<file path="config.mk">
export PLATFORM = sky130hd
export DESIGN_NAME = nested_irq_priority_ctrl
export DESIGN_NICKNAME = d
export VERILOG_FILES = /design/src/design/nested_irq_pkg.sv /design/src/design/nested_irq_priority_ctrl.sv
export SDC_FILE = /design/constraint.sdc
export NUM_CORES = 1
export LEC_CHECK = 0
export ABC_AREA = 1
export BUFFER_PORTS_ARGS = -buffer_cell sky130_fd_sc_hd__clkbuf_2
export CORE_UTILIZATION = 50
export CTS_CLUSTER_DIAMETER = 80
export DETAILED_ROUTE_END_ITERATION = 6
export GPL_TIMING_DRIVEN = 0
export PLACE_DENSITY = 0.69
export REMOVE_ABC_BUFFERS = 1
export SLEW_MARGIN = 40
export SYNTH_ARGS = -nofsm -noshare
export SYNTH_HDL_FRONTEND = slang
export SYNTH_SLANG_ARGS = --single-unit
export TNS_END_PERCENT = 20
</file>
<file path="constraint.sdc">
create_clock -name I_CORE_CLK -period 21.5 [get_ports I_CORE_CLK]
set_input_delay 1.075 -clock I_CORE_CLK [delete_from_list [all_inputs] [get_ports I_CORE_CLK]]
set_output_delay 1.075 -clock I_CORE_CLK [all_outputs]
set_load 0.02 [all_outputs]
</file>
<file path="src/design/nested_irq_pkg.sv">
// constants for the nested interrupt priority controller
package nested_irq_pkg;
    // ---------------------------------------------------------------
    // register map (word index on the plain register port)
    // ---------------------------------------------------------------
    localparam logic [2:0] ADDR_PRIO_0 = 3'h0;
    localparam logic [2:0] ADDR_PRIO_1 = 3'h1;
    localparam logic [2:0] ADDR_PRIO_2 = 3'h2;
    localparam logic [2:0] ADDR_PRIO_3 = 3'h3;
    localparam logic [2:0] ADDR_SENSE = 3'h4;
    localparam logic [7:0] PRIO_RESET = 8'hff;
    localparam logic [7:0] SENSE_RESET = 8'h00;
    localparam logic [7:0] PRIO3_RO_MASK = 8'hf0;
    // ---------------------------------------------------------------
    // sensitivity register fields
    // ---------------------------------------------------------------
    localparam int PORTB_SENSE_HI = 7;
    localparam int PORTB_SENSE_LO = 6;
    localparam int PORTB_INV_BIT = 5;
    localparam int PORTA_SENSE_HI = 4;
    localparam int PORTA_SENSE_LO = 3;
    localparam int PORTA_INV_BIT = 2;
    localparam logic [7:0] SENSE_WRITE_MASK = 8'hfc;
    // ---------------------------------------------------------------
    // priority level and pin sense codes
    // ---------------------------------------------------------------
    localparam logic [1:0] LEVEL_0 = 2'h2;
    localparam logic [1:0] LEVEL_1 = 2'h1;
    localparam logic [1:0] LEVEL_2 = 2'h0;
    localparam logic [1:0] LEVEL_3 = 2'h3;
    localparam logic [1:0] SENSE_FALL_LOW = 2'h0;
    localparam logic [1:0] SENSE_RISE = 2'h1;
    localparam logic [1:0] SENSE_FALL = 2'h2;
    localparam logic [1:0] SENSE_BOTH = 2'h3;
    // ---------------------------------------------------------------
    // vectors
    // ---------------------------------------------------------------
    localparam int NUM_VEC = 14;
    localparam logic [15:0] VEC_RESET_ADDR = 16'hfffe;
    localparam logic [15:0] VEC_TRAP_ADDR = 16'hfffc;
    localparam logic [15:0] VEC_0_ADDR = 16'hfffa;
    localparam int VEC_TIME_BASE = 1;
    localparam int VEC_PORTA = 2;
    localparam int VEC_PORTF = 3;
    localparam int VEC_PORTB_LOW = 4;
    localparam int VEC_PORTB_HIGH = 5;
    localparam int VEC_SPI = 7;
    localparam logic [13:0] HALT_WAKE_MASK = 14'h00bc;
    localparam logic [13:0] ACTIVE_HALT_WAKE_MASK = 14'h0002;
    // cpu instruction codes on the instruction event port
    typedef enum logic [2:0] {
        INSTR_NONE = 3'b000,
        INSTR_ENABLE = 3'b001,
        INSTR_DISABLE = 3'b010,
        INSTR_TRAP = 3'b011,
        INSTR_HALT = 3'b100,
        INSTR_WAIT = 3'b101,
        INSTR_POP_CC = 3'b110,
        INSTR_RETURN = 3'b111
    } instr_type;
endpackage : nested_irq_pkg

</file>
<file path="src/design/nested_irq_priority_ctrl.sv">
// nested interrupt priority controller: priorities, arbitration, pin sensing
module nested_irq_priority_ctrl (
    input wire logic I_CORE_CLK,
    input wire logic I_RST_N,
    input wire logic [2:0] I_ADDR,
    input wire logic [7:0] I_WDATA,
    input wire logic I_WR,
    input wire logic I_RD,
    output logic [7:0] O_RDATA,
    input wire logic [13:0] I_PERIPH_REQ,
    input wire logic [13:0] I_VEC_ENABLE,
    input wire logic [3:0] I_PORTA_PINS,
    input wire logic [2:0] I_PORTF_PINS,
    input wire logic [3:0] I_PORTB_LOW_PINS,
    input wire logic I_PORTB_HIGH_PIN,
    input wire logic [2:0] I_INSTR,
    input wire logic [7:0] I_POP_CC,
    input wire logic I_ACK,
    input wire logic I_HALT_MODE,
    input wire logic I_ACTIVE_HALT_MODE,
    output logic O_IRQ,
    output logic [3:0] O_IRQ_VEC,
    output logic [15:0] O_IRQ_ADDR,
    output logic [7:0] O_CC_LEVEL_BITS,
    output logic [1:0] O_RUN_LEVEL,
    output logic O_JUMP_IF_MASKED,
    output logic O_JUMP_IF_UNMASKED,
    output logic O_WAKE
);
    // ---------------------------------------------------------------
    // state
    // ---------------------------------------------------------------
    logic [7:0] vector_priority_regs [4];
    logic [7:0] pin_irq_sensitivity;
    logic run_level_hi;
    logic run_level_lo;
    logic [13:0] pending;
    logic [3:0] porta_prev;
    logic [2:0] portf_prev;
    logic [3:0] portb_low_prev;
    logic portb_high_prev;
    logic [13:0] pin_req;
    logic [13:0] eligible;
    logic [13:0] wake_mask;
    logic [2:0] rank_run;
    logic found;
    logic [3:0] best_vec;
    logic [2:0] best_rank;
    logic sense_wr_ok;
    logic sense_changed;
    logic [7:0] next_sense;
    logic [7:0] next_prio;
    logic [1:0] vec_prio [nested_irq_pkg::NUM_VEC];
    // pin group vector numbers, short local names for the sensing loop
    localparam int VEC_PA = nested_irq_pkg::VEC_PORTA;
    localparam int VEC_PF = nested_irq_pkg::VEC_PORTF;
    localparam int VEC_PBL = nested_irq_pkg::VEC_PORTB_LOW;
    localparam int VEC_PBH = nested_irq_pkg::VEC_PORTB_HIGH;
    typedef nested_irq_pkg::instr_type instr_type;

    // level code to rank 0..3, so comparisons are plain magnitude
    function automatic logic [2:0] rank(input logic [1:0] code);
        unique case (code)
            nested_irq_pkg::LEVEL_0: rank = 3'h0;
            nested_irq_pkg::LEVEL_1: rank = 3'h1;
            nested_irq_pkg::LEVEL_2: rank = 3'h2;
            default: rank = 3'h3;
        endcase
    endfunction : rank

    // one pin against a sense code; level terms use the present sample
    function automatic logic sense(input logic cur, input logic prv, input logic [1:0] mode,
                                   input logic inv, input logic can_inv);
        logic c;
        logic p;
        logic hit;
        c = (inv && can_inv && mode != nested_irq_pkg::SENSE_BOTH) ? ~cur : cur;
        p = (inv && can_inv && mode != nested_irq_pkg::SENSE_BOTH) ? ~prv : prv;
        unique case (mode)
            nested_irq_pkg::SENSE_FALL_LOW: hit = ~c;
            nested_irq_pkg::SENSE_RISE: hit = c & ~p;
            nested_irq_pkg::SENSE_FALL: hit = ~c & p;
            default: hit = c ^ p;
        endcase
        sense = hit;
    endfunction : sense

    // ---------------------------------------------------------------
    // priority pairs and sensing
    // ---------------------------------------------------------------
    genvar g;
    generate
        for (g = 0; g < nested_irq_pkg::NUM_VEC; g++) begin : g_vec
            assign vec_prio[g] = vector_priority_regs[g / 4][(g % 4) * 2 +: 2];
        end
    endgenerate

    // pin events per group, pins in a group are ORed
    always_comb begin
        logic [1:0] bsense;
        logic [1:0] asense;
        bsense = pin_irq_sensitivity[nested_irq_pkg::PORTB_SENSE_HI:nested_irq_pkg::PORTB_SENSE_LO];
        asense = pin_irq_sensitivity[nested_irq_pkg::PORTA_SENSE_HI:nested_irq_pkg::PORTA_SENSE_LO];
        pin_req = '0;
        for (int i = 0; i < 4; i++) begin
            pin_req[VEC_PA] |= sense(I_PORTA_PINS[i], porta_prev[i], asense,
                pin_irq_sensitivity[nested_irq_pkg::PORTA_INV_BIT], 1'b1);
            pin_req[VEC_PBL] |= sense(I_PORTB_LOW_PINS[i], portb_low_prev[i], bsense,
                pin_irq_sensitivity[nested_irq_pkg::PORTB_INV_BIT], 1'b1);
        end
        for (int i = 0; i < 3; i++) begin
            pin_req[VEC_PF] |= sense(I_PORTF_PINS[i], portf_prev[i], asense, 1'b0, 1'b0);
        end
        pin_req[VEC_PBH] = sense(I_PORTB_HIGH_PIN, portb_high_prev, bsense, 1'b0, 1'b0);
    end

    // ---------------------------------------------------------------
    // arbitration
    // ---------------------------------------------------------------
    // wake sources restrict the first choice out of a low power mode
    always_comb begin
        if (I_ACTIVE_HALT_MODE) begin
            wake_mask = nested_irq_pkg::ACTIVE_HALT_WAKE_MASK;
        end else if (I_HALT_MODE) begin
            wake_mask = nested_irq_pkg::HALT_WAKE_MASK;
        end else begin
            wake_mask = '1;
        end
    end

    assign rank_run = rank({run_level_hi, run_level_lo});
    // highest software rank wins, ties go to the lowest vector number
    always_comb begin
        found = 1'b0;
        best_vec = 4'h0;
        best_rank = 3'h0;
        for (int v = 0; v < nested_irq_pkg::NUM_VEC; v++) begin
            eligible[v] = pending[v] && I_VEC_ENABLE[v] && wake_mask[v]
                && (rank(vec_prio[v]) > rank_run);
            if (eligible[v] && (!found || rank(vec_prio[v]) > best_rank)) begin
                found = 1'b1;
                best_vec = 4'(v);
                best_rank = rank(vec_prio[v]);
            end
        end
    end

    assign O_IRQ = found;
    assign O_IRQ_VEC = best_vec;
    assign O_IRQ_ADDR = nested_irq_pkg::VEC_0_ADDR - {11'h000, best_vec, 1'b0};
    assign O_WAKE = |(pending & I_VEC_ENABLE & wake_mask);
    assign O_RUN_LEVEL = {run_level_hi, run_level_lo};
    assign O_CC_LEVEL_BITS = {2'h0, run_level_hi, 1'b0, run_level_lo, 3'h0};
    assign O_JUMP_IF_MASKED = ({run_level_hi, run_level_lo} == nested_irq_pkg::LEVEL_3);
    assign O_JUMP_IF_UNMASKED = ({run_level_hi, run_level_lo} != nested_irq_pkg::LEVEL_3);

    // ---------------------------------------------------------------
    // running level
    // ---------------------------------------------------------------
    // the pop and return load bits 5 and 3 of the stacked byte; entry loads the pair
    always_ff @(posedge I_CORE_CLK) begin
        if (!I_RST_N) begin
            {run_level_hi, run_level_lo} <= nested_irq_pkg::LEVEL_3;
        end else if (I_ACK && found) begin
            {run_level_hi, run_level_lo} <= vec_prio[best_vec];
        end else begin
            unique case (instr_type'(I_INSTR))
                nested_irq_pkg::INSTR_ENABLE, nested_irq_pkg::INSTR_HALT,
                nested_irq_pkg::INSTR_WAIT: begin
                    {run_level_hi, run_level_lo} <= nested_irq_pkg::LEVEL_0;
                end
                nested_irq_pkg::INSTR_DISABLE, nested_irq_pkg::INSTR_TRAP: begin
                    {run_level_hi, run_level_lo} <= nested_irq_pkg::LEVEL_3;
                end
                nested_irq_pkg::INSTR_POP_CC, nested_irq_pkg::INSTR_RETURN: begin
                    {run_level_hi, run_level_lo} <= {I_POP_CC[5], I_POP_CC[3]};
                end
                default: begin
                end
            endcase
        end
    end

    // ---------------------------------------------------------------
    // pending latches
    // ---------------------------------------------------------------
    assign sense_wr_ok = I_WR && (I_ADDR == nested_irq_pkg::ADDR_SENSE)
        && ({run_level_hi, run_level_lo} == nested_irq_pkg::LEVEL_3);
    assign next_sense = (I_WDATA & nested_irq_pkg::SENSE_WRITE_MASK);
    assign sense_changed = sense_wr_ok && (next_sense != pin_irq_sensitivity);

    // serviced request cleared on ack; new events win over the clear
    always_ff @(posedge I_CORE_CLK) begin
        if (!I_RST_N) begin
            pending <= '0;
        end else begin
            for (int v = 0; v < nested_irq_pkg::NUM_VEC; v++) begin
                if (I_PERIPH_REQ[v] || pin_req[v]) begin
                    pending[v] <= 1'b1;
                end else if (I_ACK && found && best_vec == 4'(v)) begin
                    pending[v] <= 1'b0;
                end else if (sense_changed && v >= VEC_PA && v <= VEC_PBH) begin
                    pending[v] <= 1'b0;
                end
            end
        end
    end

    // previous pin samples for edge detection
    always_ff @(posedge I_CORE_CLK) begin
        if (!I_RST_N) begin
            porta_prev <= '1;
            portf_prev <= '1;
            portb_low_prev <= '1;
            portb_high_prev <= 1'b1;
        end else begin
            porta_prev <= I_PORTA_PINS;
            portf_prev <= I_PORTF_PINS;
            portb_low_prev <= I_PORTB_LOW_PINS;
            portb_high_prev <= I_PORTB_HIGH_PIN;
        end
    end

    // ---------------------------------------------------------------
    // registers
    // ---------------------------------------------------------------
    // level-0 code is refused pair by pair
    always_comb begin
        next_prio = vector_priority_regs[I_ADDR[1:0]];
        for (int p = 0; p < 4; p++) begin
            if (I_WDATA[p * 2 +: 2] != nested_irq_pkg::LEVEL_0) begin
                next_prio[p * 2 +: 2] = I_WDATA[p * 2 +: 2];
            end
        end
        if (I_ADDR == nested_irq_pkg::ADDR_PRIO_3) begin
            next_prio = next_prio | nested_irq_pkg::PRIO3_RO_MASK;
        end
    end

    always_ff @(posedge I_CORE_CLK) begin
        if (!I_RST_N) begin
            for (int r = 0; r < 4; r++) begin
                vector_priority_regs[r] <= nested_irq_pkg::PRIO_RESET;
            end
        end else if (I_WR && I_ADDR <= nested_irq_pkg::ADDR_PRIO_3) begin
            vector_priority_regs[I_ADDR[1:0]] <= next_prio;
        end
    end

    always_ff @(posedge I_CORE_CLK) begin
        if (!I_RST_N) begin
            pin_irq_sensitivity <= nested_irq_pkg::SENSE_RESET;
        end else if (sense_wr_ok) begin
            pin_irq_sensitivity <= next_sense;
        end
    end

    // read data stands one cycle after the strobe; unmapped reads zero
    always_ff @(posedge I_CORE_CLK) begin
        if (!I_RST_N) begin
            O_RDATA <= 8'h00;
        end else if (I_RD && I_ADDR <= nested_irq_pkg::ADDR_PRIO_3) begin
            O_RDATA <= vector_priority_regs[I_ADDR[1:0]];
        end else if (I_RD && I_ADDR == nested_irq_pkg::ADDR_SENSE) begin
            O_RDATA <= pin_irq_sensitivity;
        end else begin
            O_RDATA <= 8'h00;
        end
    end
endmodule : nested_irq_priority_ctrl

</file>
; Word-level counts from Yosys, hierarchy flattened
; Memories as Yosys holds them, arrays and structs flattened.
; Cells that the tools add are included.
[op_classes]
add_sub_neg = 1
order_cmp = 29
n_eq_ne = 65
mux = 135
bitwise = 87
reduce_logical = 148
[ops]
columns = op, n
row1 = $pmux W2 S3, 15
row2 = $gt A3 B3 Y1, 27
row3 = $logic_and A1 B1 Y1, 78
row4 = $mux W1, 67
row5 = $mux W4, 12
row6 = $not A1 Y1, 40
row7 = $mux W3, 13
row8 = $pmux W1 S3, 13
row9 = $eq A2 B2 Y1 const B, 18
row10 = $eq A2 B1 Y1 const B, 17
row11 = $logic_not A2 Y1, 17
row12 = $mux W8, 4
row13 = $and A14 B14 Y14, 2
row14 = $mux W14, 2
row15 = $and A1 B1 Y1, 24
row16 = $eq A4 B4 Y1 const B, 6
row17 = $reduce_bool A2 Y1, 10
row18 = $logic_or A1 B1 Y1, 17
row19 = $eq A4 B3 Y1 const B, 4
row20 = $eq A3 B3 Y1 const B, 5
row21 = $reduce_bool A3 Y1, 5
row22 = $mux W2, 7
row23 = $ne A2 B2 Y1 const B, 7
row24 = $reduce_or A14 Y1, 1
row25 = 20 further kinds, 54
[word_totals]
reg_bits = 42
ram_bits = 32
inputBits = 69
out_inout_bits = 42
elab_cells = 488
memories = 1
[memory_table]
columns = name, words, word_bits, rd, rd_clocked_by_memory_dff, wr, line_no
row1 = vector_priority_regs, 4, 8, 5, 0, 4, nested_irq_priority_ctrl.sv:33  ; logic [7:0] vector_priority_regs [4];

; Depth between registers and ports, before layout
; Gate-level depths: netlist of run 1.
; An unclocked memory read counts as a cell.
[logic_depth]
depth_word = 63
mapped_depth = 123
mapped_depth_nobuf = 123

; Worst setup path before layout of run 1
; Ideal clock, no wire load.
[synth_timing]
path_kind = register to output
start = reg run_level_lo
end = out O_IRQ_ADDR[4]
arrival_time_ps = 14302
required_time_ps = 20425
setup_slack_ps = 6123
stages_incl_launch_ff = 116
n_path_buf = 0
cell_sequence = dfxtp_1 -> ha_1 -> or2_2 -> ha_1 -> nand2_1 -> nand3_1 -> nor2_1 -> nand2_1 -> ha_1 -> inv_1 -> nor2_1 -> o21ai_0 -> nand2_1 -> nand2_2 -> nand2_1 -> o21ai_1 -> ha_1 -> inv_1 -> (+80 left out) -> inv_1 -> nor2_1 -> o21ai_0 -> o21ai_1 -> nand2_2 -> or2_2 -> nand2_1 -> ha_1 -> inv_1 -> nor2_1 -> o21ai_0 -> nand2_1 -> nand2_2 -> inv_2 -> nor2_4 -> nand2_1 -> ha_1 -> xnor2_1
[synth_between]
elab_chain_cells = 58
word_cells_on_any_way = 124
classes_between = add/sub: 1 / order compare: 27 / eq/ne: 2 / mux: 40 / reduce/logical: 54
[synth_rtl]
columns = item, line_no
row1 = start: declaration, nested_irq_priority_ctrl.sv:36  ; logic run_level_lo;
row2 = start signal: assignment, nested_irq_priority_ctrl.sv:163  ; {run_level_hi, run_level_lo} <= nested_irq_pkg::LEVEL_3;
row3 = start signal: assignment, nested_irq_priority_ctrl.sv:165  ; {run_level_hi, run_level_lo} <= vec_prio[best_vec];
row4 = start signal: assignment, nested_irq_priority_ctrl.sv:170  ; {run_level_hi, run_level_lo} <= nested_irq_pkg::LEVEL_0;
row5 = $eq A2 B1 Y1 (tied with other cells), nested_irq_priority_ctrl.sv:63  ; unique case (code)
row6 = $pmux W2 S3 *, nested_irq_priority_ctrl.sv:63
row7 = $gt A3 B3 Y1, nested_irq_priority_ctrl.sv:139  ; && (rank(vec_prio[v]) > rank_run);
row8 = $logic_and A1 B1 Y1, nested_irq_priority_ctrl.sv:139
row9 = $mux W3 or $mux W1 (tied branches), nested_irq_priority_ctrl.sv:140  ; if (eligible[v] && (!found || rank(vec_prio[v]) > best_rank)) begin
row10 = $gt A3 B3 Y1 or $logic_not A1 Y1 (tied branches), nested_irq_priority_ctrl.sv:140
row11 = $logic_or A1 B1 Y1, nested_irq_priority_ctrl.sv:140
row12 = $logic_and A1 B1 Y1, nested_irq_priority_ctrl.sv:140
row13 = (+43 left out), n/a
row14 = $logic_and A1 B1 Y1, nested_irq_priority_ctrl.sv:140
row15 = $mux W3 or $mux W1 (tied branches), nested_irq_priority_ctrl.sv:140
row16 = $gt A3 B3 Y1 or $logic_not A1 Y1 (tied branches), nested_irq_priority_ctrl.sv:140
row17 = $logic_or A1 B1 Y1, nested_irq_priority_ctrl.sv:140
row18 = $logic_and A1 B1 Y1, nested_irq_priority_ctrl.sv:140
row19 = $mux W4 *, nested_irq_priority_ctrl.sv:140
row20 = via O_IRQ_VEC[2], nested_irq_priority_ctrl.sv:22  ; output logic [3:0] O_IRQ_VEC,
row21 = $sub A4 B6 Y7 *, nested_irq_priority_ctrl.sv:150  ; assign O_IRQ_ADDR = nested_irq_pkg::VEC_0_ADDR - {11'h000, best_vec, 1'b0};
row22 = end: declaration, nested_irq_priority_ctrl.sv:23  ; output logic [15:0] O_IRQ_ADDR,
; The timed path passes the listed nets; every way through them passes the cells marked *.

; Worst setup path after layout of run 1
[layout_timing]
start = reg run_level_lo
end = out O_IRQ_ADDR[4]
[layout_between]
elab_chain_cells = 58
word_cells_on_any_way = 124
classes_between = add/sub: 1 / order compare: 27 / eq/ne: 2 / mux: 40 / reduce/logical: 54
[layout_rtl]
columns = item, line_no
row1 = $eq A2 B1 Y1 (tied with other cells), nested_irq_priority_ctrl.sv:63
row2 = $pmux W2 S3 *, nested_irq_priority_ctrl.sv:63
row3 = $gt A3 B3 Y1, nested_irq_priority_ctrl.sv:139
row4 = $logic_and A1 B1 Y1, nested_irq_priority_ctrl.sv:139
row5 = $mux W3 or $mux W1 (tied branches), nested_irq_priority_ctrl.sv:140
row6 = $gt A3 B3 Y1 or $logic_not A1 Y1 (tied branches), nested_irq_priority_ctrl.sv:140
row7 = $logic_or A1 B1 Y1, nested_irq_priority_ctrl.sv:140
row8 = $logic_and A1 B1 Y1, nested_irq_priority_ctrl.sv:140
row9 = (+42 left out), n/a
row10 = $logic_or A1 B1 Y1, nested_irq_priority_ctrl.sv:140
row11 = $logic_and A1 B1 Y1, nested_irq_priority_ctrl.sv:140
row12 = $mux W3 or $mux W1 (tied branches), nested_irq_priority_ctrl.sv:140
row13 = $gt A3 B3 Y1 or $logic_not A1 Y1 (tied branches), nested_irq_priority_ctrl.sv:140
row14 = $logic_or A1 B1 Y1, nested_irq_priority_ctrl.sv:140
row15 = $logic_and A1 B1 Y1, nested_irq_priority_ctrl.sv:140
row16 = $mux W4 *, nested_irq_priority_ctrl.sv:140
row17 = $sub A4 B6 Y7 *, nested_irq_priority_ctrl.sv:150
; Mark *: on every way between the ends. The rest lies on a longest branch, timed or not.

==> metrics, run 1 <==
status=finished clean; final hold vios=0; crit path capture type=primary output; Final min period=17.78 ns; nets=1225; DR vias/cell=5.11; final worst-path cycle share=82.7%; Peak Freq=0.0562 GHz; drc violations=0; area grow syn2layout=11.3%; Leak=4.16 nW; critical-path maximum fanout=17; count leader, synth=nand2_1; ys flop type=dfxtp_1; post-synthesis sequential area ratio=26.1%; PortBufs=86; Critical Path Most Common Cell=nand2_1; PostCTS Resize Cnt=0; CP max-delay cell=dfxtp_1; Worst Path Required=20.43 ns; RSZ-0062 raised after global routing=no; Die ar.=0.0143 sq mm; htree depth=3; critical path type=register to primary output; mean cell area of the mapped netlist=7.11 sq um; Sw Pwr=187 uW; TritonCTS clock tree=done; Synth area leader=ha_1; area of the multi-input gates=0.00430 sq mm; Design Power=506 uW; grt total ovfl=0; top-area cell type share of the netlist area=19.7%; post-route clock skew=0.0134 ns; Final Non-Filler Cells=1228; Comb pwr share=38.5%; met3 WL=839 um; max_slew headroom=53.3%; clock slew at reported path FFs=0.07 ns; I/O Pins=111; total wire length=17500 um; DRT iter0 DRCs=366; Critical Path Max Stage Delay=0.52 ns; Vias=6269; clock sink total=74; Initial Util=51.7%; cts bufs inserted=9; final worst slack=3.72 ns; Max clock buf depth=2; FF+latch area=0.00180 sq mm; Area contributors post-synth=ha_1 20%, edfxtp_1 14%, dfxtp_1 12%; Wirelength per Cell=14.3 um; largest net degree at the start of global routing=38; first-pass GRT wire length=28600 um; hold crit path type=register to register; Worst path top cell family by delay=simple AND/OR/NAND/NOR gates; FILL cells=1335; #FFs+latches synth=74; Routed Antenna Nets=0; hold buffer count at CTS=0; Mapped Area=0.00691 sq mm; Syn Inst Count=971; Sw Share=37.0%; GRT Resource Usage Total=25.6%; Post-synth top cells=215 x nand2_1, 154 x inv_1, 109 x ha_1; Post-synth EDFFs=32; Pre-antenna DRT Iters=5; Cells after DPL=1212; Yosys Warn Count=0; initial antenna violation count=0; pwr dens=65.8 mW/mm^2; Setup Slack @ Placement=4.18 ns; Worst-Margin Slew=0.697 ns; CP Buf/Inv Count=16; Die X=120 um; uppermost layer routed=met4; design area=0.00769 sq mm; vias in the first global route=5874; Core ar.=0.0133 sq mm; row count=42; CP arrival=16.70 ns; Final setup viols=0; DRT met1 WL=8170 um; die height=120 um; clk_lat worst skew=0.34 ns; post-CTS setup buffers=0; met2 wire length=8090 um; gpl congestion=0.923; final slew viol count=0; post-DP HPWL=14400 um; Worst VDD drop=0.0424 mV; CP Launch Type=register; Fin Setup TNS=0 ns; Placed Area=0.00737 sq mm; Clock Power Share=30.6%; clock root buffer=clkbuf_16; Int Pwr=319 uW; async set-reset flop share out of synthesis=0%; max cap viols=0; diode count=0; Netlist cell types=51; share of layout cells above drive strength 1=13.9%; Reg power frac=30.9%
-- worst paths after layout --
kind,startpoint,to,slack (ns),depth (start not counted)
worst min register to register,pending[13],pending[13],0.48,2
worst max register to register,run_level_lo,pending[10],5.19,119
worst min-delay path,pending[13],pending[13],0.48,2
worst max-delay path,run_level_lo,O_IRQ_ADDR[4],3.72,115
-- registers in the layout, summed over array words and instances (netlist names) --
signal                flops
run_level_hi              1
portf_prev                3
portb_high_prev           1
porta_prev                4
run_level_lo              1
vector_priority_regs     32
O_RDATA                   8
pending                  14
portb_low_prev            4
pin_irq_sensitivity       6
-- layout make-up --
cell class	count	area share [%]
multi-input cells	711	56.0
flip-flops and latches	74	23.4
inverters	165	8.06
repair buffers	86	5.60
clock buffers	10	3.26
well taps	176	2.87
clock inverters	6	0.798
-- routing by layer --
metal / track usage (%) / vias up
met4: 9.38 / 0
met3: 2.76 / 28
met1: 34.4 / 2762
li1: - / 3286
met5: 0 / -
met2: 42.4 / 193
-- placed cells by master (no fill, tap or decap), drive strengths merged, types with 18 or more instances in the layout --
cell type	synthesis	layout
clkbuf	8	96
conb	2	18
edfxtp	32	32
inv	165	167
a21oi	45	45
ha	109	109
dfxtp	42	42
nand2	222	222
o21ai	54	54
nor2	79	79
nand3	89	89
-- through the flow --
| step | util, % | hold slack (ns) |
|---|---|---|
| final | 57.6 | 0.482 |
| after global routing | 57.6 | 0.497 |
| after CTS | 57.6 | 0.478 |
| after detailed placement | 55.2 | 0.469 |
| after global placement | 55.2 | 0.463 |
| after floorplan | - | 0.455 |
-- cell families (layout without fill, tap and decap cells) --
kind of cell    Yosys count  in the layout  synth area share (%)
simple gates            431            431                  28.0
buf+inv                 202            267                  12.5
compound gates          134            134                  11.2
fa+ha+maj               109            109                  19.7
flops                    74             74                  26.1
xor+xnor                 19             19                  2.41
other cells               2             18                 0.109
-- power groups by stage --
stage          registers [mW]  clock network (mW)  logic [mW]
6_report                0.156               0.155       0.195
5_1_grt                 0.157               0.163       0.226
4_1_cts                 0.156               0.157       0.195
3_5_place_dp            0.159                   0       0.194
3_3_place_gp            0.159                   0       0.191
2_1_floorplan           0.160                   0       0.142
-- worst reg2reg max path, delay by kind of cell (launching register included) --
kind	cells	cell delay [ns]
compound gates	19	2.17
simple gates	68	7.88
flops	1	0.52
buf+inv	17	1.53
fa+ha+maj	15	4.11
No activity file was read; power rests on OpenSTA's default activity.
==> run 2: changes to the inputs <==
Settings changed: PLACE_DENSITY 0.69 to 0.72.
Clock period 21.5 ns to 16.1 ns, I/O delays scaled along.
==> run 2 against run 1 <==
The run now ends with design-rule violations left. Final cell count increased by 2.6%. Wire length rose by 6.9%. Die area is the same. Critical endpoint unchanged. Register-to-register slack lost 3.7 ns. Cell area is 8.4% higher. Utilization is 4.9 points higher.
==> metrics, run 2 (synthesis gave the netlist of run 1 again) <==
status=complete, but fails checks; failing checks=design-rule violations; Critical Path Max Stage Delay=0.46 ns (-0.06 ns); Min Hold Slack=0.485 ns (+0.00328 ns); Setup Slack @ Placement=-1.02 ns (-5.19 ns); Pre-antenna DRT Iters=7 (+2); hold path startpoint=pending[2]; FILL cells=1222 (-8.5%); largest net degree at the start of global routing=38 (unchanged); clock root buffer=clkbuf_16; Wirelength per Cell=14.9 um (+4.2%); pwr dens=86.0 mW/mm^2 (+31%); DRT iter0 DRCs=334 (-8.7%); Placed Area=0.00737 sq mm (unchanged); final hold vios=0 (unchanged); Cells after DPL=1212 (unchanged); I/O Pins=111 (unchanged); Final setup viols=0 (unchanged); most flop-heavy register=vector_priority_regs; clock sink total=74 (unchanged); Util after Layout=62.4% (+4.9 points); diode count=0 (unchanged); Max clock buf depth=2 (unchanged); Initial Util=51.7% (unchanged); Die X=120 um (unchanged); PortBufs=86 (unchanged); design area=0.00833 sq mm (+8.4%); post-DP HPWL=14500 um (+0.64%); htree depth=3 (unchanged); Routed Antenna Nets=0 (unchanged); die height=120 um (unchanged); max cap viols=0 (unchanged); initial antenna violation count=0 (unchanged); Worst-Margin Slew=0.688 ns (-0.00814 ns); gpl congestion=0.920 (-0.39%); Peak Freq=0.0658 GHz; CP arrival=14.38 ns (-2.32 ns); reg2reg start=vector_priority_regs[0][0]; final slew viol count=0 (unchanged); share of layout cells above drive strength 1=22.1% (+8.3 points); reg2reg setup slack=1.53 ns (-3.66 ns); total wire length=18800 um (+6.9%); top flop regs=vector_priority_regs (32), pending (14), O_RDATA (8); Leak=4.31 nW (+3.6%); endpoint of the worst hold path=pending[2]; row count=42 (unchanged); Final Non-Filler Cells=1260 (+2.6%); post-route clock skew=0.00908 ns (-0.00437 ns); Vias=6659 (+6.2%); CP Launch Type=register; max FFs per register=32 (unchanged); max_slew headroom=53.8% (+0.55 points); Worst Path Required=15.29 ns (-5.14 ns); Hold Path Cell Cnt=2 (unchanged); Final min period=15.19 ns; Die ar.=0.0143 sq mm (unchanged); area grow syn2layout=20.7%; Reg-to-Reg End=pending[10]; Reg2Reg Depth=123 (+3.4%); Core ar.=0.0133 sq mm (unchanged); vias in the first global route=5850 (-0.41%); crit path capture type=primary output; nets=1257 (+2.6%); final worst slack=0.911 ns (-2.81 ns); GRT Resource Usage Total=25.5% (-0.12 points); critical-path maximum fanout=7 (-10); most common cell after layout, fill and taps aside=nand2_1; hold crit path type=register to register; clk_lat worst skew=0.34 ns (about the same); TritonCTS clock tree=done; final worst-path cycle share=94.3%; CP max-delay cell=edfxtp_1; critical path type=register to primary output; most frequent cells in the layout=190 x nand2_1, 146 x inv_1, 92 x ha_1; cts bufs inserted=9 (unchanged); first-pass GRT wire length=28400 um (-0.61%); Worst VDD drop=0.0529 mV (+25%); drc violations=1 (+1); grt total ovfl=0 (unchanged); clock slew at reported path FFs=0.06 ns (about the same); DR vias/cell=5.28 (+3.5%)
-- run 2: critical path: cells and delay by family, from the launching register on --
kind                       cells  cell delay (ns)
and+or+nand+nor               65             6.57
buffers and inverters         17             0.99
DFF                            1             0.46
xor gates and xnor gates       1             0.15
AOI/OAI and AO/OA             19             1.81
adders and majority gates     16             3.99
-- run 2: worst max-delay path by stage --
stage | startpoint | end | slack (ns) | cells after the start
2_1_floorplan | run_level_lo | O_IRQ_ADDR[4] | 0.70 | 115
3_3_place_gp | run_level_lo | O_IRQ_ADDR[4] | -0.90 | 115
3_5_place_dp | run_level_lo | O_IRQ_ADDR[4] | -1.02 | 115
4_1_cts | run_level_hi | O_IRQ_ADDR[4] | 0.02 | 117
5_1_grt | vector_priority_regs[0][0] | O_IRQ_ADDR[4] | -0.12 | 117
6_report | vector_priority_regs[0][0] | O_IRQ_ADDR[4] | 0.91 | 118
-- run 2: stage by stage --
stage | total power [mW] | TNS [ns]
after global routing | 0.766 | -0.304
after detailed placement | 0.474 | -5.34
after CTS | 0.671 | 0
after global placement | 0.466 | -3.52
final | 0.717 | 0
after floorplan | 0.403 | 0
-- run 2: cell type report --
class                           instances  area, sq um  share of cell area [%]
Inverter                              165          628                    7.54
Timing Repair Buffer                  118          688                    8.26
Clock buffer                           16          273                    3.27
Multi-Input combinational cell        711         4720                    56.6
Tap cell                              176          220                    2.64
Sequential cell                        74         1810                    21.7
-- run 2: where the power goes --
group,switching [mW],internal [mW],total (mW)
Combinational,0.193,0.127,0.320
Sequential,0.00551,0.203,0.209
Clock,0.0735,0.114,0.188
-- run 2: layer usage --
layer	wire length [um]	global-route usage [%]
met1	8180	33.7
met2	9080	42.7
met3	916	2.52
met4	579	10.0
met5	0	0
-- run 2: timing repair --
item | CTS | global route
resized for setup | 21 | 95
hold buffers | 0 | 0
buffers inserted | 9 | 23
pin swaps | 3 | 67
endpoints found under the setup margin | 24 | 24
==> run 3: changes to the inputs <==
Settings changed: CORE_UTILIZATION 50 to 33, PLACE_DENSITY 0.72 to 0.5.
Clock period 16.1 ns to 12.3 ns, I/O delays scaled along.
==> run 3 against run 2 <==
The run ends with negative setup slack left. Largest cell class unchanged. Critical path type unchanged. Clock skew rose by 0.0049 ns. Register-to-register slack got worse by 3.4 ns. Worst hold slack got worse by 0.021 ns. Largest power group unchanged. Die area rose by 51%. Critical endpoint unchanged. Cell area rose by 10%. Setup slack got worse by 3.1 ns.
==> metrics, run 3 (synthesis gave the netlist of run 1 again) <==
max_slew headroom=52.0% (-1.8 points); grt total ovfl=0 (unchanged); final worst-path cycle share=118%; Final setup viols=24 (+24); Reg-to-Reg End=pending[7]; Util after Layout=45.2% (-17 points); area of the multi-input gates=0.00499 sq mm (+5.8%); max FFs per register=32 (unchanged); vias in the first global route=6551 (+12%); diode count=0 (unchanged); die height=147 um (+23%); CP Launch Type=register; critical path type=register to primary output; Worst VDD drop=0.0620 mV (+17%); post-route clock skew=0.0140 ns (+0.00492 ns); max cap viols=0 (unchanged); Routed Antenna Nets=0 (unchanged); TritonCTS clock tree=done; Vias=6724 (+0.98%); crit path capture type=primary output; FILL cells=2063 (+69%); hold crit path type=primary input to register; htree depth=3 (unchanged); largest net degree at the start of global routing=38 (unchanged); row count=52 (+24%); clock root buffer=clkbuf_16; GRT Resource Usage Total=20.0% (-5.5 points); Die X=147 um (+23%); hold path startpoint=I_PORTB_LOW_PINS[1]; clock sink total=74 (unchanged); drc violations=0 (-1); critical-path maximum fanout=9 (+2); Pre-antenna DRT Iters=5 (-2); clock slew at reported path FFs=0.07 ns (about the same); gpl congestion=0.865 (-5.9%); Final Non-Filler Cells=1400 (+11%); post-DP HPWL=16200 um (+12%); final hold vios=0 (unchanged); share of layout cells above drive strength 1=30.4% (+8.2 points); Worst-Margin Slew=0.716 ns (+0.0274 ns); endpoint of the worst hold path=portb_low_prev[1]; Wirelength per Cell=15.5 um (+3.8%); total wire length=21600 um (+15%); DRT iter0 DRCs=297 (-11%); CP arrival=13.89 ns (-0.49 ns); top flop regs=vector_priority_regs (32), pending (14), O_RDATA (8); FF+latch area=0.00181 sq mm (unchanged); most common cell after layout, fill and taps aside=nand2_1; CP max-delay cell=dfxtp_4; failing checks=negative setup slack; hold buffer count at CTS=0 (unchanged); Core ar.=0.0204 sq mm (+53%); Reg2Reg Depth=120 (-2.4%); Fin Setup TNS=-42.59 ns (-42.59 ns); reg2reg start=run_level_hi; Worst Path Required=11.69 ns (-3.60 ns); area grow syn2layout=33.2%; cts bufs inserted=9 (unchanged); most flop-heavy register=vector_priority_regs; nets=1303 (+3.7%); pwr dens=117 mW/mm^2 (+36%); RSZ-0062 raised after global routing=yes; clk_lat worst skew=0.35 ns (about the same); Die ar.=0.0215 sq mm (+51%); final slew viol count=0 (unchanged); Final min period=14.50 ns; Peak Freq=0.0690 GHz; Cells after DPL=1306 (+7.8%); DR vias/cell=4.80 (-9.1%); status=complete, but fails checks; Leak=4.65 nW (+8.0%); I/O Pins=111 (unchanged); PortBufs=86 (unchanged); Hold Path Cell Cnt=3 (+1); reg2reg setup slack=-1.82 ns (-3.35 ns); initial antenna violation count=0 (unchanged); final worst slack=-2.20 ns (-3.11 ns); Max clock buf depth=2 (unchanged); most frequent cells in the layout=182 x nand2_1, 135 x inv_1, 88 x ha_1; first-pass GRT wire length=33600 um (+18%); Initial Util=33.9% (-18 points); Critical Path Max Stage Delay=0.38 ns (-0.08 ns)
==> run 3: changes by cell type in the layout (fill, tap and decap cells not counted), moves of 6 or more <==
cell,change
buf_4,+43
inv_1,-11
nor2_1,-9
clkbuf_2,-7
nand2_4,+6
clkbuf_1,-6
nand3_1,-8
o21ai_1,-6
inv_2,+6
inv_4,+6
buf_6,+6
nand3_2,+7
o21ai_2,+6
nand2_1,-8
==> run 3: what timing repair did <==
| action | in CTS | in global routing |
|---|---|---|
| resized for setup | 131 | 77 |
| cloned | 0 | 0 |
| setup buffers | 63 | 15 |
| pin swaps | 86 | 96 |
| endpoints found under the setup margin | 24 | 24 |
==> run 3: power breakdown <==
part | total [mW] | switching [mW] | internal, mW
clock network | 0.293 | 0.111 | 0.182
registers | 0.274 | 0.00766 | 0.266
logic | 0.509 | 0.288 | 0.221
total | 1.08 | 0.407 | 0.669
==> run 3: per-stage QoR <==
| step | worst slack, ns | area (sq um) | power (mW) | hold slack, ns |
|---|---|---|---|---|
| 5_1_grt | -3.08 | 9200 | 1.14 | 0.475 |
| 3_3_place_gp | -5.00 | 7490 | 0.626 | 0.468 |
| 3_5_place_dp | -5.00 | 7490 | 0.629 | 0.476 |
| 6_report | -2.20 | 9200 | 1.08 | 0.464 |
| 4_1_cts | -2.27 | 8790 | 1.03 | 0.456 |
| 2_1_floorplan | -2.91 | 6720 | 0.528 | 0.455 |
==> run 3: layout make-up <==
| type | count | share of cell area [%] |
|---|---|---|
| tap | 270 | 3.67 |
| clock buffer | 12 | 3.02 |
| sequential | 74 | 19.7 |
| inverter | 165 | 6.99 |
| timing repair buffer | 164 | 11.8 |
| clock inverter | 4 | 0.585 |
| multi-input combinational | 711 | 54.2 |
==> run 3: worst max-delay path: cells and delay by family (launching register included) <==
family / cells / cell delay [ns]
xor gates and xnor gates: 1 / 0.14
adders and majority gates: 15 / 3.60
DFF: 1 / 0.38
and+or+nand+nor: 60 / 6.19
buffers and inverters: 23 / 1.93
AOI/OAI and AO/OA: 15 / 1.23
==> run 3: worst max-delay path by stage <==
stage / start / slack (ns) / cells past startpoint / to
floorplan: run_level_lo / -2.91 / 115 / O_IRQ_ADDR[4]
global placement: run_level_lo / -5.00 / 115 / O_IRQ_ADDR[4]
detailed placement: run_level_lo / -5.00 / 115 / O_IRQ_ADDR[4]
CTS: run_level_hi / -2.27 / 117 / O_IRQ_ADDR[4]
global route: run_level_hi / -3.08 / 118 / O_IRQ_ADDR[4]
finish: run_level_hi / -2.20 / 114 / O_IRQ_ADDR[4]
==> run 3: per-layer routing <==
layer | GRT usage, % | up-vias | routed length, um
met5 | 0 | - | 0
met4 | 7.03 | 0 | 677
met3 | 2.75 | 36 | 848
met2 | 32.8 | 167 | 9980
met1 | 26.7 | 3082 | 10100
li1 | - | 3439 | -
